$ cat src/rtl/wdsp_consts.vh
// Constants for the watchdog service and power control block.
// Assumes a 20 MHz core clock that is also the oscillator clock.
`ifndef WDSP_CONSTS_VH
`define WDSP_CONSTS_VH

// ----------------------------------------------------------------------
// Register indices and byte addresses (byte address = index * 4)
// ----------------------------------------------------------------------
`define WDSP_ADDR_W 12
`define WDSP_IDX_PWR 10'h087
`define WDSP_IDX_SVC 10'h0a6
`define WDSP_IDX_PRESC 10'h0a7
`define WDSP_IDX_IRQ_STAT 10'h0b0
`define WDSP_IDX_IRQ_MASK 10'h0b1
`define WDSP_IDX_SERIAL 10'h0b2
`define WDSP_BA_PWR ({`WDSP_IDX_PWR, 2'b00})
`define WDSP_BA_SVC ({`WDSP_IDX_SVC, 2'b00})
`define WDSP_BA_PRESC ({`WDSP_IDX_PRESC, 2'b00})
`define WDSP_BA_IRQ_STAT ({`WDSP_IDX_IRQ_STAT, 2'b00})
`define WDSP_BA_IRQ_MASK ({`WDSP_IDX_IRQ_MASK, 2'b00})
`define WDSP_BA_SERIAL ({`WDSP_IDX_SERIAL, 2'b00})

// ----------------------------------------------------------------------
// Power control field positions and reset value
// ----------------------------------------------------------------------
`define WDSP_PWR_BAUD 7
`define WDSP_PWR_FRAMING 6
`define WDSP_PWR_COLD 4
`define WDSP_PWR_GF1 3
`define WDSP_PWR_GF0 2
`define WDSP_PWR_PD 1
`define WDSP_PWR_IDL 0
`define WDSP_PWR_RESET 8'h10
`define WDSP_SERIAL_SHARED 7
`define WDSP_PRESC_RESET 8'h00

// ----------------------------------------------------------------------
// Interrupt status bits
// ----------------------------------------------------------------------
`define WDSP_IRQ_N 3
`define WDSP_IRQ_OVF 0
`define WDSP_IRQ_SVC 1
`define WDSP_IRQ_FE 2

// ----------------------------------------------------------------------
// Watchdog service bytes and timing
// ----------------------------------------------------------------------
`define WDSP_SVC_FIRST 8'h1e
`define WDSP_SVC_SECOND 8'he1
`define WDSP_WDT_LIMIT 14'h3fff
`define WDSP_MC_TOSC 4'hc
`define WDSP_CLK_PER_TOSC 1
`define WDSP_RST_PULSE_TOSC 96
`define WDSP_RST_PULSE_CYC (`WDSP_RST_PULSE_TOSC * `WDSP_CLK_PER_TOSC)

// ----------------------------------------------------------------------
// Bus responses
// ----------------------------------------------------------------------
`define WDSP_RESP_OKAY 2'b00
`define WDSP_RESP_SLVERR 2'b10

`endif

$ cat src/rtl/wdsp_axil_slave.v
// AXI4-Lite slave front end: one read and two writes in flight at most.
// Assumes the register file answers map hits combinationally.
`timescale 1ns/1ps
`include "wdsp_consts.vh"

module wdsp_axil_slave (
	input wire core_clk,
	input wire resetn,
	input wire [11:0] s_axi_awaddr,
	input wire s_axi_awvalid,
	output reg s_axi_awready,
	input wire [31:0] s_axi_wdata,
	input wire [3:0] s_axi_wstrb,
	input wire s_axi_wvalid,
	output reg s_axi_wready,
	output reg [1:0] s_axi_bresp,
	output reg s_axi_bvalid,
	input wire s_axi_bready,
	input wire [11:0] s_axi_araddr,
	input wire s_axi_arvalid,
	output reg s_axi_arready,
	output reg [31:0] s_axi_rdata,
	output reg [1:0] s_axi_rresp,
	output reg s_axi_rvalid,
	input wire s_axi_rready,
	output wire wr_fire,
	output reg [11:0] wr_addr,
	output reg [31:0] wr_data,
	output reg [3:0] wr_strb,
	input wire wr_ok,
	output wire rd_fire,
	output reg [11:0] rd_addr,
	input wire [31:0] rd_data,
	input wire rd_ok
);
	reg aw_held;
	reg w_held;
	reg ar_held;

	// Write fires once address and data are both held, in either order
	assign wr_fire = aw_held & w_held & ~s_axi_bvalid;
	assign rd_fire = ar_held & ~s_axi_rvalid;

	// ------------------------------------------------------------------
	// Write channels
	// ------------------------------------------------------------------
	always @(posedge core_clk or negedge resetn) begin
		if (!resetn) begin
			s_axi_awready <= 1'b1;
			s_axi_wready <= 1'b1;
			aw_held <= 1'b0;
			w_held <= 1'b0;
			wr_addr <= 12'h000;
			wr_data <= 32'h0000_0000;
			wr_strb <= 4'h0;
			s_axi_bvalid <= 1'b0;
			s_axi_bresp <= `WDSP_RESP_OKAY;
		end else begin
			if (s_axi_awvalid && s_axi_awready) begin
				aw_held <= 1'b1;
				s_axi_awready <= 1'b0;
				wr_addr <= s_axi_awaddr;
			end
			if (s_axi_wvalid && s_axi_wready) begin
				w_held <= 1'b1;
				s_axi_wready <= 1'b0;
				wr_data <= s_axi_wdata;
				wr_strb <= s_axi_wstrb;
			end
			if (wr_fire) begin
				aw_held <= 1'b0;
				w_held <= 1'b0;
				s_axi_awready <= 1'b1;
				s_axi_wready <= 1'b1;
				s_axi_bvalid <= 1'b1;
				s_axi_bresp <= wr_ok ? `WDSP_RESP_OKAY : `WDSP_RESP_SLVERR;
			end else if (s_axi_bvalid && s_axi_bready) begin
				s_axi_bvalid <= 1'b0;
			end
		end
	end

	// ------------------------------------------------------------------
	// Read channels
	// ------------------------------------------------------------------
	always @(posedge core_clk or negedge resetn) begin
		if (!resetn) begin
			s_axi_arready <= 1'b1;
			ar_held <= 1'b0;
			rd_addr <= 12'h000;
			s_axi_rvalid <= 1'b0;
			s_axi_rdata <= 32'h0000_0000;
			s_axi_rresp <= `WDSP_RESP_OKAY;
		end else begin
			if (s_axi_arvalid && s_axi_arready) begin
				ar_held <= 1'b1;
				s_axi_arready <= 1'b0;
				rd_addr <= s_axi_araddr;
			end
			if (rd_fire) begin
				ar_held <= 1'b0;
				s_axi_rvalid <= 1'b1;
				s_axi_rdata <= rd_data;
				s_axi_rresp <= rd_ok ? `WDSP_RESP_OKAY : `WDSP_RESP_SLVERR;
			end else if (s_axi_rvalid && s_axi_rready) begin
				s_axi_rvalid <= 1'b0;
				s_axi_arready <= 1'b1;
			end
		end
	end
endmodule // wdsp_axil_slave

$ cat src/rtl/wdsp_wdt_core.v
// Watchdog unit: service sequence detector and machine-cycle counter.
// Assumes svc_wr is a one-cycle pulse per write to the service register.
`timescale 1ns/1ps
`include "wdsp_consts.vh"

module wdsp_wdt_core #(
	parameter [13:0] LIMIT = `WDSP_WDT_LIMIT,
	parameter [3:0] MC_CLKS = `WDSP_MC_TOSC
) (
	input wire core_clk,
	input wire resetn,
	input wire svc_wr,
	input wire [7:0] svc_data,
	output reg enabled,
	output reg overflow,
	output reg serviced
);
	localparam [3:0] MC_LAST = MC_CLKS - 4'h1;
	localparam [13:0] CNT_LAST = LIMIT - 14'h1;
	reg armed;
	reg [3:0] mc_cnt;
	reg [13:0] count;
	wire tick;
	wire fire;

	assign tick = enabled && (mc_cnt == MC_LAST);
	// Second byte counts only right after the first
	assign fire = svc_wr && armed && (svc_data == `WDSP_SVC_SECOND);

	// Sequence, enable and count; a service beats a same-cycle overflow
	always @(posedge core_clk or negedge resetn) begin
		if (!resetn) begin
			armed <= 1'b0;
			enabled <= 1'b0;
			mc_cnt <= 4'h0;
			count <= 14'h0000;
			overflow <= 1'b0;
			serviced <= 1'b0;
		end else begin
			overflow <= 1'b0;
			serviced <= fire;
			if (svc_wr)
				armed <= (svc_data == `WDSP_SVC_FIRST);
			if (fire) begin
				enabled <= 1'b1;
				mc_cnt <= 4'h0;
				count <= 14'h0000;
			end else if (enabled) begin
				mc_cnt <= tick ? 4'h0 : mc_cnt + 4'h1;
				if (tick && count == CNT_LAST) begin
					enabled <= 1'b0;
					count <= 14'h0000;
					overflow <= 1'b1;
				end else if (tick) begin
					count <= count + 14'h1;
				end
			end
		end
	end
endmodule // wdsp_wdt_core

$ cat src/rtl/wdsp_top.v
// Top of the watchdog service and power control block.
// Assumes event inputs come from logic on core_clk; por_n low only while
// the supply ramps, and resetn is held low whenever por_n is low.
// Overflow acts as an internal warm reset of power control and prescale only.
// Map and timing counts: wdsp_consts.vh
//
// Functional notes
// - Service register is write-only, reads zero
// - Bytes 1E then E1 enable or restart
// - Power-on reset sets the cold-start flag
// - Software may set or clear cold-start flag
// - Warm resets leave the cold-start flag alone
// - Framing select picks mode bit or error
// - Power control resets to 00X1 0000
// - Counter steps once per machine cycle
// - Count of 16383 fires 96-clock reset pulse
// - Watchdog off after reset; only overflow disables it
//
// Register access over AXI4-Lite is this design's own decision.
`timescale 1ns/1ps
`include "wdsp_consts.vh"

module wdsp_top #(
	parameter [13:0] WDT_LIMIT = `WDSP_WDT_LIMIT,
	parameter [3:0] MC_CLKS = `WDSP_MC_TOSC
) (
	input wire core_clk,
	input wire resetn,
	input wire por_n,
	input wire [11:0] s_axi_awaddr,
	input wire s_axi_awvalid,
	output wire s_axi_awready,
	input wire [31:0] s_axi_wdata,
	input wire [3:0] s_axi_wstrb,
	input wire s_axi_wvalid,
	output wire s_axi_wready,
	output wire [1:0] s_axi_bresp,
	output wire s_axi_bvalid,
	input wire s_axi_bready,
	input wire [11:0] s_axi_araddr,
	input wire s_axi_arvalid,
	output wire s_axi_arready,
	output wire [31:0] s_axi_rdata,
	output wire [1:0] s_axi_rresp,
	output wire s_axi_rvalid,
	input wire s_axi_rready,
	input wire frame_error_event,
	input wire wake_event,
	output reg irq,
	output reg wdt_reset_out,
	output wire watchdog_enabled,
	output reg baud_doubler,
	output reg framing_select,
	output reg serial_mode_low,
	output reg frame_error_flag,
	output reg user_flag_one,
	output reg user_flag_zero,
	output reg powerdown_request,
	output reg idle_request,
	output reg cold_start_flag,
	output reg [7:0] watchdog_prescale_reg
);
	// ------------------------------------------------------------------
	// Derived timing
	// ------------------------------------------------------------------
	// Seven bits hold a count of 96
	localparam integer PULSE_FULL = `WDSP_RST_PULSE_CYC;
	localparam [6:0] PULSE_CYC = PULSE_FULL[6:0];

	// ------------------------------------------------------------------
	// Internal signals
	// ------------------------------------------------------------------
	// Bus side
	wire wr_fire;
	wire [11:0] wr_addr;
	wire [31:0] wr_data;
	wire [3:0] wr_strb;
	wire rd_fire;
	wire [11:0] rd_addr;
	reg [31:0] rd_data;
	reg rd_ok;
	wire wr_ok;
	wire byte0;
	wire wr_pwr;
	wire wr_svc;
	wire wr_presc;
	wire wr_mask;
	wire wr_serial;
	wire stat_clr;
	// Watchdog and interrupt side
	wire wdt_overflow;
	wire wdt_serviced;
	wire [2:0] irq_events;
	wire [2:0] next_irq_status;
	// Stored state
	reg [2:0] irq_status;
	reg [2:0] irq_mask;
	reg [6:0] pulse_cnt;

	// ------------------------------------------------------------------
	// Decode helpers
	// ------------------------------------------------------------------
	// Word match; low two address bits are ignored by the map
	function hit;
		input [11:0] addr;
		input [11:0] base;
		begin
			hit = (addr[11:2] == base[11:2]);
		end
	endfunction

	// True for any register of the map
	function mapped;
		input [11:0] addr;
		begin
			mapped = hit(addr, `WDSP_BA_PWR) |
				hit(addr, `WDSP_BA_SVC) |
				hit(addr, `WDSP_BA_PRESC) |
				hit(addr, `WDSP_BA_IRQ_STAT) |
				hit(addr, `WDSP_BA_IRQ_MASK) |
				hit(addr, `WDSP_BA_SERIAL);
		end
	endfunction

	// ------------------------------------------------------------------
	// Bus slave
	// ------------------------------------------------------------------
	// Both answers come one edge after
	// the request is complete; unmapped: SLVERR
	wdsp_axil_slave u_slave (
		.core_clk(core_clk),
		.resetn(resetn),
		.s_axi_awaddr(s_axi_awaddr),
		.s_axi_awvalid(s_axi_awvalid),
		.s_axi_awready(s_axi_awready),
		.s_axi_wdata(s_axi_wdata),
		.s_axi_wstrb(s_axi_wstrb),
		.s_axi_wvalid(s_axi_wvalid),
		.s_axi_wready(s_axi_wready),
		.s_axi_bresp(s_axi_bresp),
		.s_axi_bvalid(s_axi_bvalid),
		.s_axi_bready(s_axi_bready),
		.s_axi_araddr(s_axi_araddr),
		.s_axi_arvalid(s_axi_arvalid),
		.s_axi_arready(s_axi_arready),
		.s_axi_rdata(s_axi_rdata),
		.s_axi_rresp(s_axi_rresp),
		.s_axi_rvalid(s_axi_rvalid),
		.s_axi_rready(s_axi_rready),
		.wr_fire(wr_fire),
		.wr_addr(wr_addr),
		.wr_data(wr_data),
		.wr_strb(wr_strb),
		.wr_ok(wr_ok),
		.rd_fire(rd_fire),
		.rd_addr(rd_addr),
		.rd_data(rd_data),
		.rd_ok(rd_ok)
	);

	// ------------------------------------------------------------------
	// Write decode
	// ------------------------------------------------------------------
	// Registers are one byte wide; lane 0 must be enabled to store
	// Upper data bits are ignored
	assign byte0 = wr_fire & wr_strb[0];
	assign wr_pwr = byte0 & hit(wr_addr, `WDSP_BA_PWR);
	assign wr_svc = byte0 & hit(wr_addr, `WDSP_BA_SVC);
	assign wr_presc = byte0 & hit(wr_addr, `WDSP_BA_PRESC);
	assign wr_mask = byte0 & hit(wr_addr, `WDSP_BA_IRQ_MASK);
	assign wr_serial = byte0 & hit(wr_addr, `WDSP_BA_SERIAL);
	// Lane 0 off: OKAY, nothing stored
	// Status is read-to-clear, so a write there is accepted and dropped
	assign wr_ok = mapped(wr_addr);

	// ------------------------------------------------------------------
	// Watchdog unit
	// ------------------------------------------------------------------
	// Stray service bytes disarm the
	// unit; other registers do not
	wdsp_wdt_core #(
		.LIMIT(WDT_LIMIT),
		.MC_CLKS(MC_CLKS)
	) u_wdt (
		.core_clk(core_clk),
		.resetn(resetn),
		.svc_wr(wr_svc),
		.svc_data(wr_data[7:0]),
		.enabled(watchdog_enabled),
		.overflow(wdt_overflow),
		.serviced(wdt_serviced)
	);

	// Overflow reset pulse; lasts exactly the pulse count in clocks
	// resetn low cuts the pulse short
	always @(posedge core_clk or negedge resetn) begin
		if (!resetn) begin
			pulse_cnt <= 7'h00;
			wdt_reset_out <= 1'b0;
		end else if (wdt_overflow) begin
			pulse_cnt <= PULSE_CYC;
			wdt_reset_out <= 1'b1;
		end else if (pulse_cnt != 7'h00) begin
			pulse_cnt <= pulse_cnt - 7'h01;
			wdt_reset_out <= (pulse_cnt != 7'h01);
		end
	end

	// ------------------------------------------------------------------
	// Power control register
	// ------------------------------------------------------------------
	// Overflow acts as a warm reset of these bits, like the pin reset
	// Bit 5 has no storage
	// Low-power requests are flags only
	always @(posedge core_clk or negedge resetn) begin
		if (!resetn) begin
			baud_doubler <= 1'b0;
			framing_select <= 1'b0;
			user_flag_one <= 1'b0;
			user_flag_zero <= 1'b0;
			powerdown_request <= 1'b0;
			idle_request <= 1'b0;
		end else if (wdt_overflow) begin
			baud_doubler <= 1'b0;
			framing_select <= 1'b0;
			user_flag_one <= 1'b0;
			user_flag_zero <= 1'b0;
			powerdown_request <= 1'b0;
			idle_request <= 1'b0;
		end else if (wr_pwr) begin
			baud_doubler <= wr_data[`WDSP_PWR_BAUD];
			framing_select <= wr_data[`WDSP_PWR_FRAMING];
			user_flag_one <= wr_data[`WDSP_PWR_GF1];
			user_flag_zero <= wr_data[`WDSP_PWR_GF0];
			powerdown_request <= wr_data[`WDSP_PWR_PD];
			idle_request <= wr_data[`WDSP_PWR_IDL];
		end else if (wake_event) begin
			// A wake-up ends both low-power requests
			// A same-cycle write wins instead
			powerdown_request <= 1'b0;
			idle_request <= 1'b0;
		end
	end

	// Cold-start flag lives on the supply reset, so warm resets keep it
	// Release por_n only with resetn low
	always @(posedge core_clk or negedge por_n) begin
		if (!por_n)
			cold_start_flag <= 1'b1;
		else if (wr_pwr)
			cold_start_flag <= wr_data[`WDSP_PWR_COLD];
	end

	// ------------------------------------------------------------------
	// Shared serial control bit and prescale register
	// ------------------------------------------------------------------
	// Writes reach whichever bit the framing select currently exposes
	// The hidden bit keeps its value
	always @(posedge core_clk or negedge resetn) begin
		if (!resetn) begin
			serial_mode_low <= 1'b0;
			frame_error_flag <= 1'b0;
		end else begin
			if (wr_serial && !framing_select)
				serial_mode_low <= wr_data[`WDSP_SERIAL_SHARED];
			// Hardware set beats a same-cycle software clear
			if (frame_error_event)
				frame_error_flag <= 1'b1;
			else if (wr_serial && framing_select)
				frame_error_flag <= wr_data[`WDSP_SERIAL_SHARED];
		end
	end

	// Prescale field is stored only; its encoding is not modelled
	// Overflow restores the reset value
	always @(posedge core_clk or negedge resetn) begin
		if (!resetn)
			watchdog_prescale_reg <= `WDSP_PRESC_RESET;
		else if (wdt_overflow)
			watchdog_prescale_reg <= `WDSP_PRESC_RESET;
		else if (wr_presc)
			watchdog_prescale_reg <= wr_data[7:0];
	end

	// ------------------------------------------------------------------
	// Interrupt status, mask and output
	// ------------------------------------------------------------------
	// Bits: overflow, service, frame
	assign irq_events = {frame_error_event, wdt_serviced, wdt_overflow};
	// Only a fired read clears status
	assign stat_clr = rd_fire & hit(rd_addr, `WDSP_BA_IRQ_STAT);
	// New events survive the read that clears older ones
	assign next_irq_status = irq_events |
		(irq_status & ~{`WDSP_IRQ_N{stat_clr}});

	// Status, mask and registered interrupt level
	always @(posedge core_clk or negedge resetn) begin
		if (!resetn) begin
			irq_status <= 3'h0;
			irq_mask <= 3'h0;
			irq <= 1'b0;
		end else begin
			irq_status <= next_irq_status;
			if (wr_mask)
				irq_mask <= wr_data[2:0];
			// One clock behind status; keeps the pin glitch-free
			// Mask writes show one clock late
			irq <= |(irq_status & irq_mask);
		end
	end

	// ------------------------------------------------------------------
	// Read mux
	// ------------------------------------------------------------------
	// Captured at fire, so a status read
	// clears just the bits it returns
	always @* begin
		rd_data = 32'h0000_0000;
		rd_ok = mapped(rd_addr);
		if (hit(rd_addr, `WDSP_BA_PWR)) begin
			// Reserved bit 5 reads as zero
			rd_data[`WDSP_PWR_BAUD] = baud_doubler;
			rd_data[`WDSP_PWR_FRAMING] = framing_select;
			rd_data[`WDSP_PWR_COLD] = cold_start_flag;
			rd_data[`WDSP_PWR_GF1] = user_flag_one;
			rd_data[`WDSP_PWR_GF0] = user_flag_zero;
			rd_data[`WDSP_PWR_PD] = powerdown_request;
			rd_data[`WDSP_PWR_IDL] = idle_request;
		end else if (hit(rd_addr, `WDSP_BA_SVC)) begin
			rd_data = 32'h0000_0000;
		end else if (hit(rd_addr, `WDSP_BA_PRESC)) begin
			rd_data[7:0] = watchdog_prescale_reg;
		end else if (hit(rd_addr, `WDSP_BA_IRQ_STAT)) begin
			rd_data[2:0] = irq_status;
			rd_data[7] = watchdog_enabled;
		end else if (hit(rd_addr, `WDSP_BA_IRQ_MASK)) begin
			rd_data[2:0] = irq_mask;
		end else if (hit(rd_addr, `WDSP_BA_SERIAL)) begin
			rd_data[`WDSP_SERIAL_SHARED] = framing_select ?
				frame_error_flag : serial_mode_low;
		end else begin
			rd_ok = 1'b0;
		end
	end
endmodule // wdsp_top

$ cat config.mk
export PLATFORM = sky130hd
export DESIGN_NAME = wdsp_top
export DESIGN_NICKNAME = d
export VERILOG_FILES = /design/src/rtl/wdsp_axil_slave.v /design/src/rtl/wdsp_wdt_core.v /design/src/rtl/wdsp_top.v
export VERILOG_INCLUDE_DIRS = /design/src /design/src/rtl
export SDC_FILE = /design/constraint.sdc
export NUM_CORES = 1
export LEC_CHECK = 0
export ABC_AREA = 1
export BUFFER_PORTS_ARGS = -buffer_cell sky130_fd_sc_hd__buf_4
export CORE_MARGIN = 2
export CORE_UTILIZATION = 25
export DETAILED_ROUTE_END_ITERATION = 16
export PLACE_DENSITY_LB_ADDON = 0.12
export SYNTH_ARGS = -nofsm -noshare
export SYNTH_HDL_FRONTEND = slang
export SYNTH_HIERARCHICAL = 1
export SYNTH_SLANG_ARGS = --single-unit
export TNS_END_PERCENT = 30
$ cat constraint.sdc
create_clock -name core_clk -period 4.98 [get_ports core_clk]
set_input_delay 0.249 -clock core_clk [delete_from_list [all_inputs] [get_ports core_clk]]
set_output_delay 0.249 -clock core_clk [all_outputs]
set_load 0.005 [all_outputs]
### Yosys cells after proc, flatten, opt, wreduce, memory -nomap -nowiden

Cells that the tools add are included.

* add/subtract/negate cells: 3
* $mul: 0
* div/mod/pow operators: 0
* order comparisons: 0
* equality and inequality tests: 17
* shifts and indexed selects: 0
* muxes and demuxes: 72
* bitwise logic cells: 26
* reduce and logical (&&, ||, !) cells: 27

Operators by type and width (count)
* 10-bit by 8-bit == test with 1-bit output, second input constant: 12
* 14-bit two-way mux: 4
* 1-bit two-way mux: 52
* 8-bit two-way mux: 3
* 2-bit nonzero test: 10
* 4-bit two-way mux: 4
* 14-bit by 1-bit adder with 14-bit output, second input constant: 1
* 14-bit == test, second input constant: 1
* 7-bit two-way mux: 2
* 1-bit logical AND: 11
* 1-bit bitwise AND: 10
* 1-bit OR: 10
* 3-bit two-way mux: 3
* 8-bit by 5-bit == test with 1-bit output, second input constant: 1
* 8-bit == test, second input constant: 1
* 7-bit by 1-bit inequality test with 1-bit output, second input constant: 1
* 7-bit nonzero test: 1
* 7-bit by 1-bit subtractor with 7-bit output, second input constant: 1
* 3-bit bitwise AND: 2
* 2-bit two-way mux: 3
* 3-bit nonzero test: 2
* 5-bit two-way mux: 1
* 4-bit by 1-bit adder with 4-bit output, second input constant: 1
* 4-bit == test, second input constant: 1
* other kinds (6): 7

* register bits after elaboration: 107
* latch bits: 0
* RAM bits: 0
* memory bits (read-only): 0
* input bits: 70
* output and inout bits: 61
* logic and storage cells: 181
* memories: 0

### Logic depth before layout (Yosys ltp)

Gate-level depths: netlist of run 1.

* depth after elaboration: 13
* gate-level depth with buffers: 14

### Hierarchy

The synthesis of run 1 kept the hierarchy.

Modules (own cells, without submodules)
* wdsp_axil_slave: instances 1, cells an instance 441, area an instance 4063.9 µm², seq. area each 2556.2 µm²
* wdsp_top: instances 1, cells an instance 276, area an instance 1989.4 µm², seq. area each 802.0 µm²
* wdsp_wdt_core: instances 1, cells an instance 198, area an instance 1413.9 µm², seq. area each 550.5 µm²

### Least setup slack after synthesis of run 1

OpenSTA, ideal clock, no wires.

* path type: register to register
* start point: register u_slave.wr_addr[11]
* end point: register u_wdt.count[12]
* setup time: 0.118 ns
* data arrival time: 1.630 ns
* data required time: 4.862 ns
* setup slack: 3.232 ns
* stages on the path, launching flop included: 14
* buffers on the path: 1
* period minus slack after synthesis: 1.748 ns
* path through: dfrtp_1 > nor2_2 > nand3_1 > inv_1 > nand4_1 > nor2_1 > nand2_1 > inv_1 > nand3_2 > nand2_8 > buf_12 > nand2_2 > nor2_1 > nor2_2

* word-level cells in the longest chain between the ends: 6
* elaborated cells between the ends (all ways): 8

Ends and longest elaborated chain
* start: declaration: RTL line wdsp_axil_slave.v:27 `output reg [11:0] wr_addr,`
* start signal: assignment: RTL line wdsp_axil_slave.v:62 `wr_addr <= s_axi_awaddr;`
* 10-bit by 8-bit == test with 1-bit output (*): RTL line wdsp_top.v:108 `hit = (addr[11:2] == base[11:2]);`
* 1-bit bitwise AND (*): RTL line wdsp_top.v:168 `` assign wr_svc = byte0 & hit(wr_addr, `WDSP_BA_SVC); ``
* named net wr_svc: RTL line wdsp_top.v:85 `wire wr_svc;`
* 1-bit logical AND (*) (2 in a row): RTL line wdsp_wdt_core.v:28 `` assign fire = svc_wr && armed && (svc_data == `WDSP_SVC_SECOND); ``
* 3-bit nonzero test (no source line) or 2-bit nonzero test (tied branches)
* 2-bit AND reduction (no source line)
* end signal: assignment: RTL line wdsp_wdt_core.v:55 `count <= count + 14'h1;`
* end: declaration: RTL line wdsp_wdt_core.v:22 `reg [13:0] count;`

The timed path passes the listed nets; every way through them passes the cells marked *.
A chain may end at the register's enable or synchronous reset.

### Final worst setup path of run 1

* start point: register u_slave.wr_addr[11]
* end point: register u_wdt.count[5]

Same word-level chain as after synthesis.

==> impl_metrics.env, run 1 <==
export IMPL_htree_levels=4
export IMPL_final_util=0.317
export IMPL_p_leak_nw=4.09
export IMPL_setup_violations=0
export IMPL_fin_cells=1246
export IMPL_slew_headroom=0.355
export IMPL_peakVddDrop_mv=0.223
export IMPL_globalRouteOverflowTotal=0
export IMPL_final_max_slew_viol_count=0
export IMPL_maxCapViolCount=0
export IMPL_grt_pass1_vias=5057
export IMPL_reg_top3="u_slave/s_axi_rdata (32), u_wdt/count (14)"
export IMPL_worst_slew_pin_slew_ns=0.964
export IMPL_reg2regPathDepth=13
export IMPL_min_path_type="input port to flop"
export IMPL_port_buffers=97
export IMPL_power_mw=3.71
export IMPL_coreArea_um2=25000
export IMPL_dieArea_um2=26400
export IMPL_largest_register_ffs=32
export IMPL_fin_skew_ns=0.0114
export IMPL_crit_type="flop to flop"
export IMPL_hpwl_um=11600
export IMPL_nNetsFinal=979
export IMPL_fp_dieW_um=163
export IMPL_antenna_found_initial=0
export IMPL_worst_r2r_endpoint="u_wdt/count[5]$_DFFE_PN0P_"
export IMPL_min_delay_path_depth=2
export IMPL_min_from="s_axi_rready"
export IMPL_r2r_start="u_slave/wr_addr[11]$_DFFE_PN0P_"
export IMPL_io_pins=131
export IMPL_cts_root_buf="clkbuf_16"
export IMPL_wl_per_cell_um=13.3
export IMPL_clkTransAtPathRegs_ns=0.06
export IMPL_grt_max_degree=47
export IMPL_syn_to_final_growth_pct=25.7
export IMPL_vias=5250
export IMPL_ctsHoldBuffers=3
export IMPL_grt_pass1_wl_um=27100
export IMPL_setup_tns_ns=0
export IMPL_numCtsBuffers=17
export IMPL_dpl_cell_count=1211
export IMPL_ant_nets=0
export IMPL_reg2reg_slack_ns=2.68
export IMPL_max_freq_mhz=435
export IMPL_top_register="u_slave/s_axi_rdata"
export IMPL_antenna_cells=0
export IMPL_die_height_um=163
export IMPL_syn_instance_count=789
export IMPL_status="completed"
export IMPL_final_hold_viol_count=0
export IMPL_power_density_nw_per_um2=470
export IMPL_postCtsSetupRepairBufs=0
export IMPL_end_kind="flop"
export IMPL_fin_crit_ns=2.30
export IMPL_cts_tree="done"
export IMPL_cts_sinks=125
export IMPL_drc=0
export IMPL_final_period_utilization=0.462
export IMPL_holdPathEnd="u_slave/s_axi_rvalid$_DFFE_PN0P_"
export IMPL_cp_required_ns=5.33
export IMPL_worstPathArrival_ns=2.65
export IMPL_place_ws_ns=2.69
export IMPL_worst_slack_ns=2.68
export IMPL_num_rows=58
export IMPL_initial_core_util=0.252
export IMPL_cts_buffer_depth=2
export IMPL_syn_cell_area_um2=6290
export IMPL_drt_total_wl_um=16500
export IMPL_ys_warn_count=6
export IMPL_path_max_fanout=15
export IMPL_rsz0062_at_grt="false"
export IMPL_start_kind="flop"
export IMPL_first_pass_iters=4
export IMPL_avgSynthCellArea_um2=7.97
export IMPL_grt_usage=0.131
export IMPL_place_congestion=0.782
export IMPL_drtIter0Drc=315
export IMPL_via_per_inst=4.21
export IMPL_clk_latency_ns=0.42
export IMPL_final_layout_size_suffix_gt1_frac=0.198
export IMPL_cts_resized=0
[through the flow]
| step | hold WS [ns] | instance area, µm² |
|---|---|---|
| floorplan | -0.0466 | 6380 |
| global placement | 0.181 | 7270 |
| detailed placement | 0.183 | 7270 |
| global route | 0.0402 | 7900 |
| finish | 0.0363 | 7900 |
| CTS | 0.0209 | 7900 |
[routing by layer]
| layer | track usage | share of wire | vias up |
|---|---|---|---|
| met3 | 0.0321 | 0.050 | 12 |
| li1 | - | - | 2702 |
| met5 | 0 | 0 | - |
| met1 | 0.184 | 0.50 | 2427 |
| met2 | 0.198 | 0.44 | 109 |
| met4 | 0.0402 | 0.012 | 0 |
[area by class of cell]
class | instances | area (µm²)
sequential | 125 | 3130
tap | 330 | 413
clock inverter | 12 | 135
clock buffer | 20 | 467
multi-input combinational | 572 | 2650
fill | 2732 | 17100
timing repair buffer | 102 | 773
inverter | 85 | 329
[critical path, cell delays in order, from the launching register on]
cell	delay, ns
dfrtp_1	0.39
nor2_2	0.28
nand3_1	0.15
inv_1	0.08
nand4_1	0.10
nor2_1	0.19
nand2_1	0.08
inv_1	0.09
nand3_2	0.31
nand2_8	0.24
nand2_1	0.09
nand2_1	0.06
nand2_1	0.04
nor2_1	0.13
[power breakdown]
group / internal [mW] / switching [mW] / leakage (nW)
clock network: 0.782 / 0.499 / 0.297
registers: 1.28 / 0.251 / 1.62
logic: 0.364 / 0.542 / 2.17
[worst max-delay path by stage]
stage,startpoint,slack [ns],to
after detailed placement,u_slave/wr_addr[11]$_DFFE_PN0P_,2.69,u_wdt/count[7]$_DFFE_PN0P_
after global routing,u_slave/wr_addr[11]$_DFFE_PN0P_,2.46,u_wdt/count[7]$_DFFE_PN0P_
final,u_slave/wr_addr[11]$_DFFE_PN0P_,2.68,u_wdt/count[5]$_DFFE_PN0P_
after floorplan,u_slave/wr_addr[11]$_DFFE_PN0P_,3.23,u_wdt/count[12]$_DFFE_PN0P_
after CTS,u_slave/wr_addr[11]$_DFFE_PN0P_,2.67,u_wdt/count[7]$_DFFE_PN0P_
after global placement,u_slave/wr_addr[11]$_DFFE_PN0P_,2.71,u_wdt/count[7]$_DFFE_PN0P_
[cell usage in the layout (no fill, tap or decap), types with 2 or more instances in the layout]
cell type	n
nand3_1	70
o21ai_1	6
dfstp_2	4
o22ai_1	5
nor2_2	7
bufinv_16	2
clkinv_2	3
nand4_1	31
clkbuf_8	3
o21ai_0	16
nand3_2	4
ha_1	6
dfrtp_1	121
dlygate4sd3_1	3
nor4_1	3
buf_4	99
inv_6	5
clkbuf_16	17
conb_1	26
inv_1	79
nor2_1	73
o21ai_2	4
inv_2	3
nor3_1	7
a21oi_1	10
clkinv_4	3
nand2_1	268
nand2_2	20
xor2_1	3
(Power assumes the default switching activity.)
==> run 2, diff against run 1 <==
==> constraint.sdc (replaced) <==
create_clock -name core_clk -period 2.2 [get_ports core_clk]
set_input_delay 0.11 -clock core_clk [delete_from_list [all_inputs] [get_ports core_clk]]
set_output_delay 0.11 -clock core_clk [all_outputs]
set_load 0.005 [all_outputs]
==> run 2 against run 1 <==
  * Critical path depth decreased by 2
  * Final area increased by 5.8%
  * Clock power increased by 130%
  * Worst setup slack got worse by 2.4 ns
  * Worst hold slack got worse by 0.0091 ns
  * Fmax increased by 20%
  * Via count increased by 2.0%
  * Sequential power increased by 120%
  * Non-clock buffer count increased by 44
  * Sequential share of layout area decreased by 2.2 points
  * Flip-flop and latch count unchanged
==> impl_metrics.env, run 2 (synthesis gave the netlist of run 1 again) <==
export IMPL_status="completed"
export IMPL_final_max_slew_viol_count=0
export IMPL_setup_violations=0
export IMPL_reg2reg_slack_ns=0.29
export IMPL_crit_type="flop to flop"
export IMPL_first_pass_iters=6
export IMPL_rsz0062_at_grt="false"
export IMPL_antenna_found_initial=0
export IMPL_maxCapViolCount=0
export IMPL_largest_register_ffs=32
export IMPL_dpl_cell_count=1221
export IMPL_slew_headroom=0.647
export IMPL_min_from="wake_event"
export IMPL_place_congestion=0.779
export IMPL_holdPathEnd="powerdown_request$_DFFE_PN0P_"
export IMPL_final_period_utilization=0.870
export IMPL_worstPathArrival_ns=2.20
export IMPL_path_max_fanout=9
export IMPL_final_common_cell="nand2_1"
export IMPL_min_path_type="input port to flop"
export IMPL_final_hold_viol_count=0
export IMPL_worst_slew_pin_slew_ns=0.529
export IMPL_reg_top3="u_slave/s_axi_rdata (32), u_wdt/count (14)"
export IMPL_clkTransAtPathRegs_ns=0.06
export IMPL_cts_resized=0
export IMPL_fin_skew_ns=0.00940
export IMPL_cts_sinks=125
export IMPL_p_leak_nw=4.28
export IMPL_end_kind="flop"
export IMPL_layout_common_cells="nand2_1 (268), dfrtp_1 (121), buf_4 (107)"
export IMPL_final_layout_size_suffix_gt1_frac=0.199
export IMPL_dieArea_um2=26400
export IMPL_fin_crit_ns=1.91
export IMPL_grt_max_degree=49
export IMPL_grt_pass1_wl_um=27400
export IMPL_grt_usage=0.131
export IMPL_ant_nets=0
export IMPL_fin_cells=1290
export IMPL_cts_tree="done"
export IMPL_worst_slack_ns=0.286
export IMPL_nNetsFinal=1023
export IMPL_numCtsBuffers=17
export IMPL_drc=0
export IMPL_path_delay_family="simple AND/OR/NAND/NOR gates"
export IMPL_r2r_start="u_slave/wr_addr[8]$_DFFE_PN0P_"
export IMPL_drt_total_wl_um=16500
export IMPL_start_kind="flop"
export IMPL_top_register="u_slave/s_axi_rdata"
export IMPL_critPathMostFrequentCell="nand2_1"
export IMPL_fp_dieW_um=163
export IMPL_port_buffers=97
export IMPL_postCtsSetupRepairBufs=0
export IMPL_path_buf_inv=3
export IMPL_coreArea_um2=25000
export IMPL_cp_required_ns=2.49
export IMPL_drtIter0Drc=375
export IMPL_vias=5354
export IMPL_via_per_inst=4.15
export IMPL_setup_tns_ns=0
export IMPL_max_freq_mhz=522
export IMPL_peakVddDrop_mv=0.453
export IMPL_die_height_um=163
export IMPL_ctsHoldBuffers=37
export IMPL_max_stage_delay_ns=0.38
export IMPL_clk_latency_ns=0.42
export IMPL_wl_per_cell_um=12.8
export IMPL_antenna_cells=0
export IMPL_grt_pass1_vias=5216
export IMPL_htree_levels=4
export IMPL_globalRouteOverflowTotal=0
export IMPL_initial_core_util=0.252
export IMPL_io_pins=131
export IMPL_power_density_nw_per_um2=1020
export IMPL_place_ws_ns=0.312
export IMPL_worst_r2r_endpoint="u_wdt/mc_cnt[0]$_DFFE_PN0P_"
export IMPL_cp_num_cells=11
export IMPL_cpMaxStageDelayCell="dfrtp_1"
export IMPL_min_delay_path_depth=4
export IMPL_syn_to_final_growth_pct=33.0
export IMPL_nFillCells=2680
export IMPL_hpwl_um=11700
export IMPL_cts_buffer_depth=2
export IMPL_crit_chain="inv_1 > nand2_1 > nor2_1 > nand4_1 > nor2_1 > nand2_1 > inv_1 > nand3_2 > buf_4 > nand2_1 > o22ai_1"
export IMPL_cts_root_buf="clkbuf_16"
export IMPL_reg2regPathDepth=11
export IMPL_num_rows=58
[run 2: how the worst max path moves through the flow]
stage | slack [ns] | startpoint | to
finish | 0.29 | u_slave/wr_addr[8]$_DFFE_PN0P_ | u_wdt/mc_cnt[0]$_DFFE_PN0P_
global route | 0.04 | u_slave/wr_addr[8]$_DFFE_PN0P_ | u_wdt/count[11]$_DFFE_PN0P_
CTS | 0.29 | u_slave/wr_addr[8]$_DFFE_PN0P_ | u_wdt/mc_cnt[3]$_DFFE_PN0P_
detailed placement | 0.31 | u_slave/wr_addr[8]$_DFFE_PN0P_ | u_wdt/count[7]$_DFFE_PN0P_
global placement | 0.34 | u_slave/wr_addr[8]$_DFFE_PN0P_ | u_wdt/count[13]$_DFFE_PN0P_
floorplan | 0.45 | u_slave/wr_addr[11]$_DFFE_PN0P_ | u_wdt/count[12]$_DFFE_PN0P_
[run 2: per-stage QoR]
step,total power [mW],hold WS (ns),util,area [µm²]
finish,8.55,0.0272,0.335,8360
global route,9.20,0.0262,0.335,8360
CTS,8.69,0.0227,0.335,8360
detailed placement,5.64,0.0438,0.295,7370
global placement,5.63,0.0428,0.295,7370
floorplan,4.78,-0.186,-,6380
[run 2: final cells by class]
cell class | instances | area [µm²] | share of cell area
Clock inverter | 13 | 166 | 0.0199
Clock buffer | 19 | 453 | 0.0542
Sequential cell | 125 | 3130 | 0.375
Multi-Input combinational cell | 572 | 2650 | 0.317
Timing Repair Buffer | 146 | 1210 | 0.145
Tap cell | 330 | 413 | 0.0494
Inverter | 85 | 329 | 0.0394
[run 2: worst reg2reg max path, stage by stage, from the launching register on]
cell and delay [ns]:
dfrtp_1 0.38, inv_1 0.08, nand2_1 0.09, nor2_1 0.17, nand4_1 0.14, nor2_1 0.19
nand2_1 0.08, inv_1 0.09, nand3_2 0.17, buf_4 0.23, nand2_1 0.09, o22ai_1 0.08
[run 2: report_power, final]
part | total, mW | switching [mW] | internal, mW
Combinational | 2.18 | 1.26 | 0.925
Sequential | 3.44 | 0.549 | 2.89
Clock | 2.92 | 1.08 | 1.85
Total | 8.55 | 2.89 | 5.66
[run 2: layer usage]
metal / GRT usage / up-vias / share of wire
li1: - / 2793 / -
met1: 0.187 / 2445 / 0.52
met2: 0.202 / 107 / 0.43
met3: 0.0265 / 9 / 0.039
met4: 0.0362 / 0 / 0.0089
met5: 0 / - / 0
==> run 3, diff against run 2 <==
--- a/config.mk
+++ b/config.mk
@@ -8,6 +8,7 @@
 export LEC_CHECK = 0
 export ABC_AREA = 1
 export BUFFER_PORTS_ARGS = -buffer_cell sky130_fd_sc_hd__buf_4
+export CORE_ASPECT_RATIO = 0.8
 export CORE_MARGIN = 2
 export CORE_UTILIZATION = 25
 export DETAILED_ROUTE_END_ITERATION = 16
==> run 3 against run 2 <==
  * Worst setup slack gained 0.011 ns
  * Flip-flop and latch count is the same
  * Clock power shrank 4%
  * Critical endpoint is now u_wdt/mc_cnt[3]$_DFFE_PN0P_
  * Largest cell class unchanged
  * Largest power group unchanged
==> impl_metrics.env, run 3 (synthesis gave the netlist of run 1 again) <==
export IMPL_grt_max_degree=73
export IMPL_numCtsBuffers=17
export IMPL_final_period_utilization=0.865
export IMPL_crit_type="flop to flop"
export IMPL_coreArea_um2=24500
export IMPL_cts_resized=0
export IMPL_antenna_found_initial=0
export IMPL_drc=0
export IMPL_peakVddDrop_mv=0.518
export IMPL_fin_crit_ns=1.90
export IMPL_first_pass_iters=4
export IMPL_final_common_cell="nand2_1"
export IMPL_grt_pass1_wl_um=27500
export IMPL_cts_buffer_depth=2
export IMPL_reg_top3="u_slave/s_axi_rdata (32), u_wdt/count (14)"
export IMPL_path_max_fanout=8
export IMPL_cts_tree="done"
export IMPL_place_congestion=0.753
export IMPL_reg2regPathDepth=12
export IMPL_nNetsFinal=1031
export IMPL_drt_total_wl_um=16700
export IMPL_largest_register_ffs=32
export IMPL_top_register="u_slave/s_axi_rdata"
export IMPL_cts_root_buf="clkbuf_16"
export IMPL_dieArea_um2=26400
export IMPL_final_hold_viol_count=0
export IMPL_worst_slew_pin_slew_ns=0.545
export IMPL_fin_cells=1286
export IMPL_layout_common_cells="nand2_1 (268), dfrtp_1 (121), buf_4 (110)"
export IMPL_cts_sinks=125
export IMPL_max_freq_mhz=525
export IMPL_maxCapViolCount=0
export IMPL_wl_per_cell_um=12.9
export IMPL_ctsHoldBuffers=43
export IMPL_postCtsSetupRepairBufs=0
export IMPL_final_util=0.342
export IMPL_setup_violations=0
export IMPL_hpwl_um=11900
export IMPL_grt_usage=0.132
export IMPL_vias=5351
export IMPL_r2r_start="u_slave/wr_addr[8]$_DFFE_PN0P_"
export IMPL_worst_r2r_endpoint="u_wdt/mc_cnt[3]$_DFFE_PN0P_"
export IMPL_fin_skew_ns=0.0123
export IMPL_grt_pass1_vias=5148
export IMPL_clkTransAtPathRegs_ns=0.06
export IMPL_port_buffers=97
export IMPL_antenna_cells=0
export IMPL_final_layout_size_suffix_gt1_frac=0.197
export IMPL_slew_headroom=0.636
export IMPL_fp_dieW_um=181
export IMPL_status="completed"
export IMPL_power_mw=8.46
export IMPL_dpl_cell_count=1211
export IMPL_end_kind="flop"
export IMPL_htree_levels=4
export IMPL_rsz0062_at_grt="false"
export IMPL_setup_tns_ns=0
export IMPL_p_leak_nw=4.28
export IMPL_clk_latency_ns=0.42
export IMPL_drtIter0Drc=310
export IMPL_start_kind="flop"
export IMPL_num_rows=51
export IMPL_via_per_inst=4.16
export IMPL_reg2reg_slack_ns=0.30
export IMPL_globalRouteOverflowTotal=0
export IMPL_worstPathArrival_ns=2.25
export IMPL_ant_nets=0
export IMPL_nFillCells=2635
export IMPL_syn_to_final_growth_pct=33.2
export IMPL_cp_required_ns=2.55
export IMPL_power_density_nw_per_um2=1010
export IMPL_initial_core_util=0.257
export IMPL_die_height_um=146
export IMPL_final_max_slew_viol_count=0
export IMPL_io_pins=131
export IMPL_min_path_type="input port to async pin"
[run 3: cell types whose count changed in the layout (fill, tap and decap cells not counted), sizes merged]
| cell | change |
|---|---|
| inv | +1 |
| clkbuf | +1 |
| clkinv | -1 |
| dlygate4sd3 | +6 |
| bufinv | -1 |
| buf | +2 |
[run 3: routing by layer]
metal	global-route usage	routed length (µm)	share of wire	vias to the layer above
li1	-	-	-	2816
met1	0.196	9060	0.54	2449
met2	0.192	7020	0.42	79
met3	0.0335	488	0.029	7
met4	0.0268	85	0.0051	0
met5	0	0	0	-
[run 3: worst max-delay path, cell delays in order (launching register included)]
cell and delay, ns:
dfrtp_1 0.37, inv_1 0.07, nand2_1 0.08, nor2_1 0.16
nand4_1 0.14, nor2_1 0.17, nand2_1 0.07, inv_1 0.08
nand3_2 0.19, buf_4 0.23, a21oi_1 0.12, nor2_1 0.05
nor2_1 0.09
[run 3: how the worst max path moves through the flow]
| stage | endpoint | from | cells past startpoint | slack [ns] |
|---|---|---|---|---|
| final | u_wdt/mc_cnt[3]$_DFFE_PN0P_ | u_slave/wr_addr[8]$_DFFE_PN0P_ | 12 | 0.30 |
| after detailed placement | u_wdt/mc_cnt[3]$_DFFE_PN0P_ | u_slave/wr_addr[8]$_DFFE_PN0P_ | 12 | 0.29 |
| after global routing | u_wdt/count[5]$_DFFE_PN0P_ | u_slave/wr_addr[8]$_DFFE_PN0P_ | 13 | 0.004 |
| after global placement | u_wdt/mc_cnt[3]$_DFFE_PN0P_ | u_slave/wr_addr[8]$_DFFE_PN0P_ | 12 | 0.31 |
| after floorplan | u_wdt/count[12]$_DFFE_PN0P_ | u_slave/wr_addr[11]$_DFFE_PN0P_ | 13 | 0.45 |
| after CTS | u_wdt/mc_cnt[3]$_DFFE_PN0P_ | u_slave/wr_addr[8]$_DFFE_PN0P_ | 12 | 0.27 |
[run 3: layout make-up]
cell class                 instances  area, µm²  share of cell area
sequential                       125       3130               0.374
multi-input combinational        572       2650               0.317
timing repair buffer             154       1280               0.152
clock buffer                      20        447              0.0533
tap                              318        398              0.0475
inverter                          85        329              0.0393
clock inverter                    12        140              0.0167
[run 3: metrics by stage]
stage                     hold slack, ns  instance area [µm²]  setup WS, ns
after floorplan                   -0.186                 6380         0.452
after global placement            0.0691                 7360         0.315
after detailed placement          0.0710                 7360         0.290
after CTS                          0.170                 8380         0.268
after global routing               0.173                 8380       0.00423
final                              0.190                 8380         0.297
[run 3: where the power goes]
part / leakage [nW] / switching [mW] / total [mW] / internal [mW]
logic: 2.38 / 1.29 / 2.23 / 0.940
clock network: 0.277 / 1.10 / 2.80 / 1.71
registers: 1.62 / 0.535 / 3.43 / 2.89
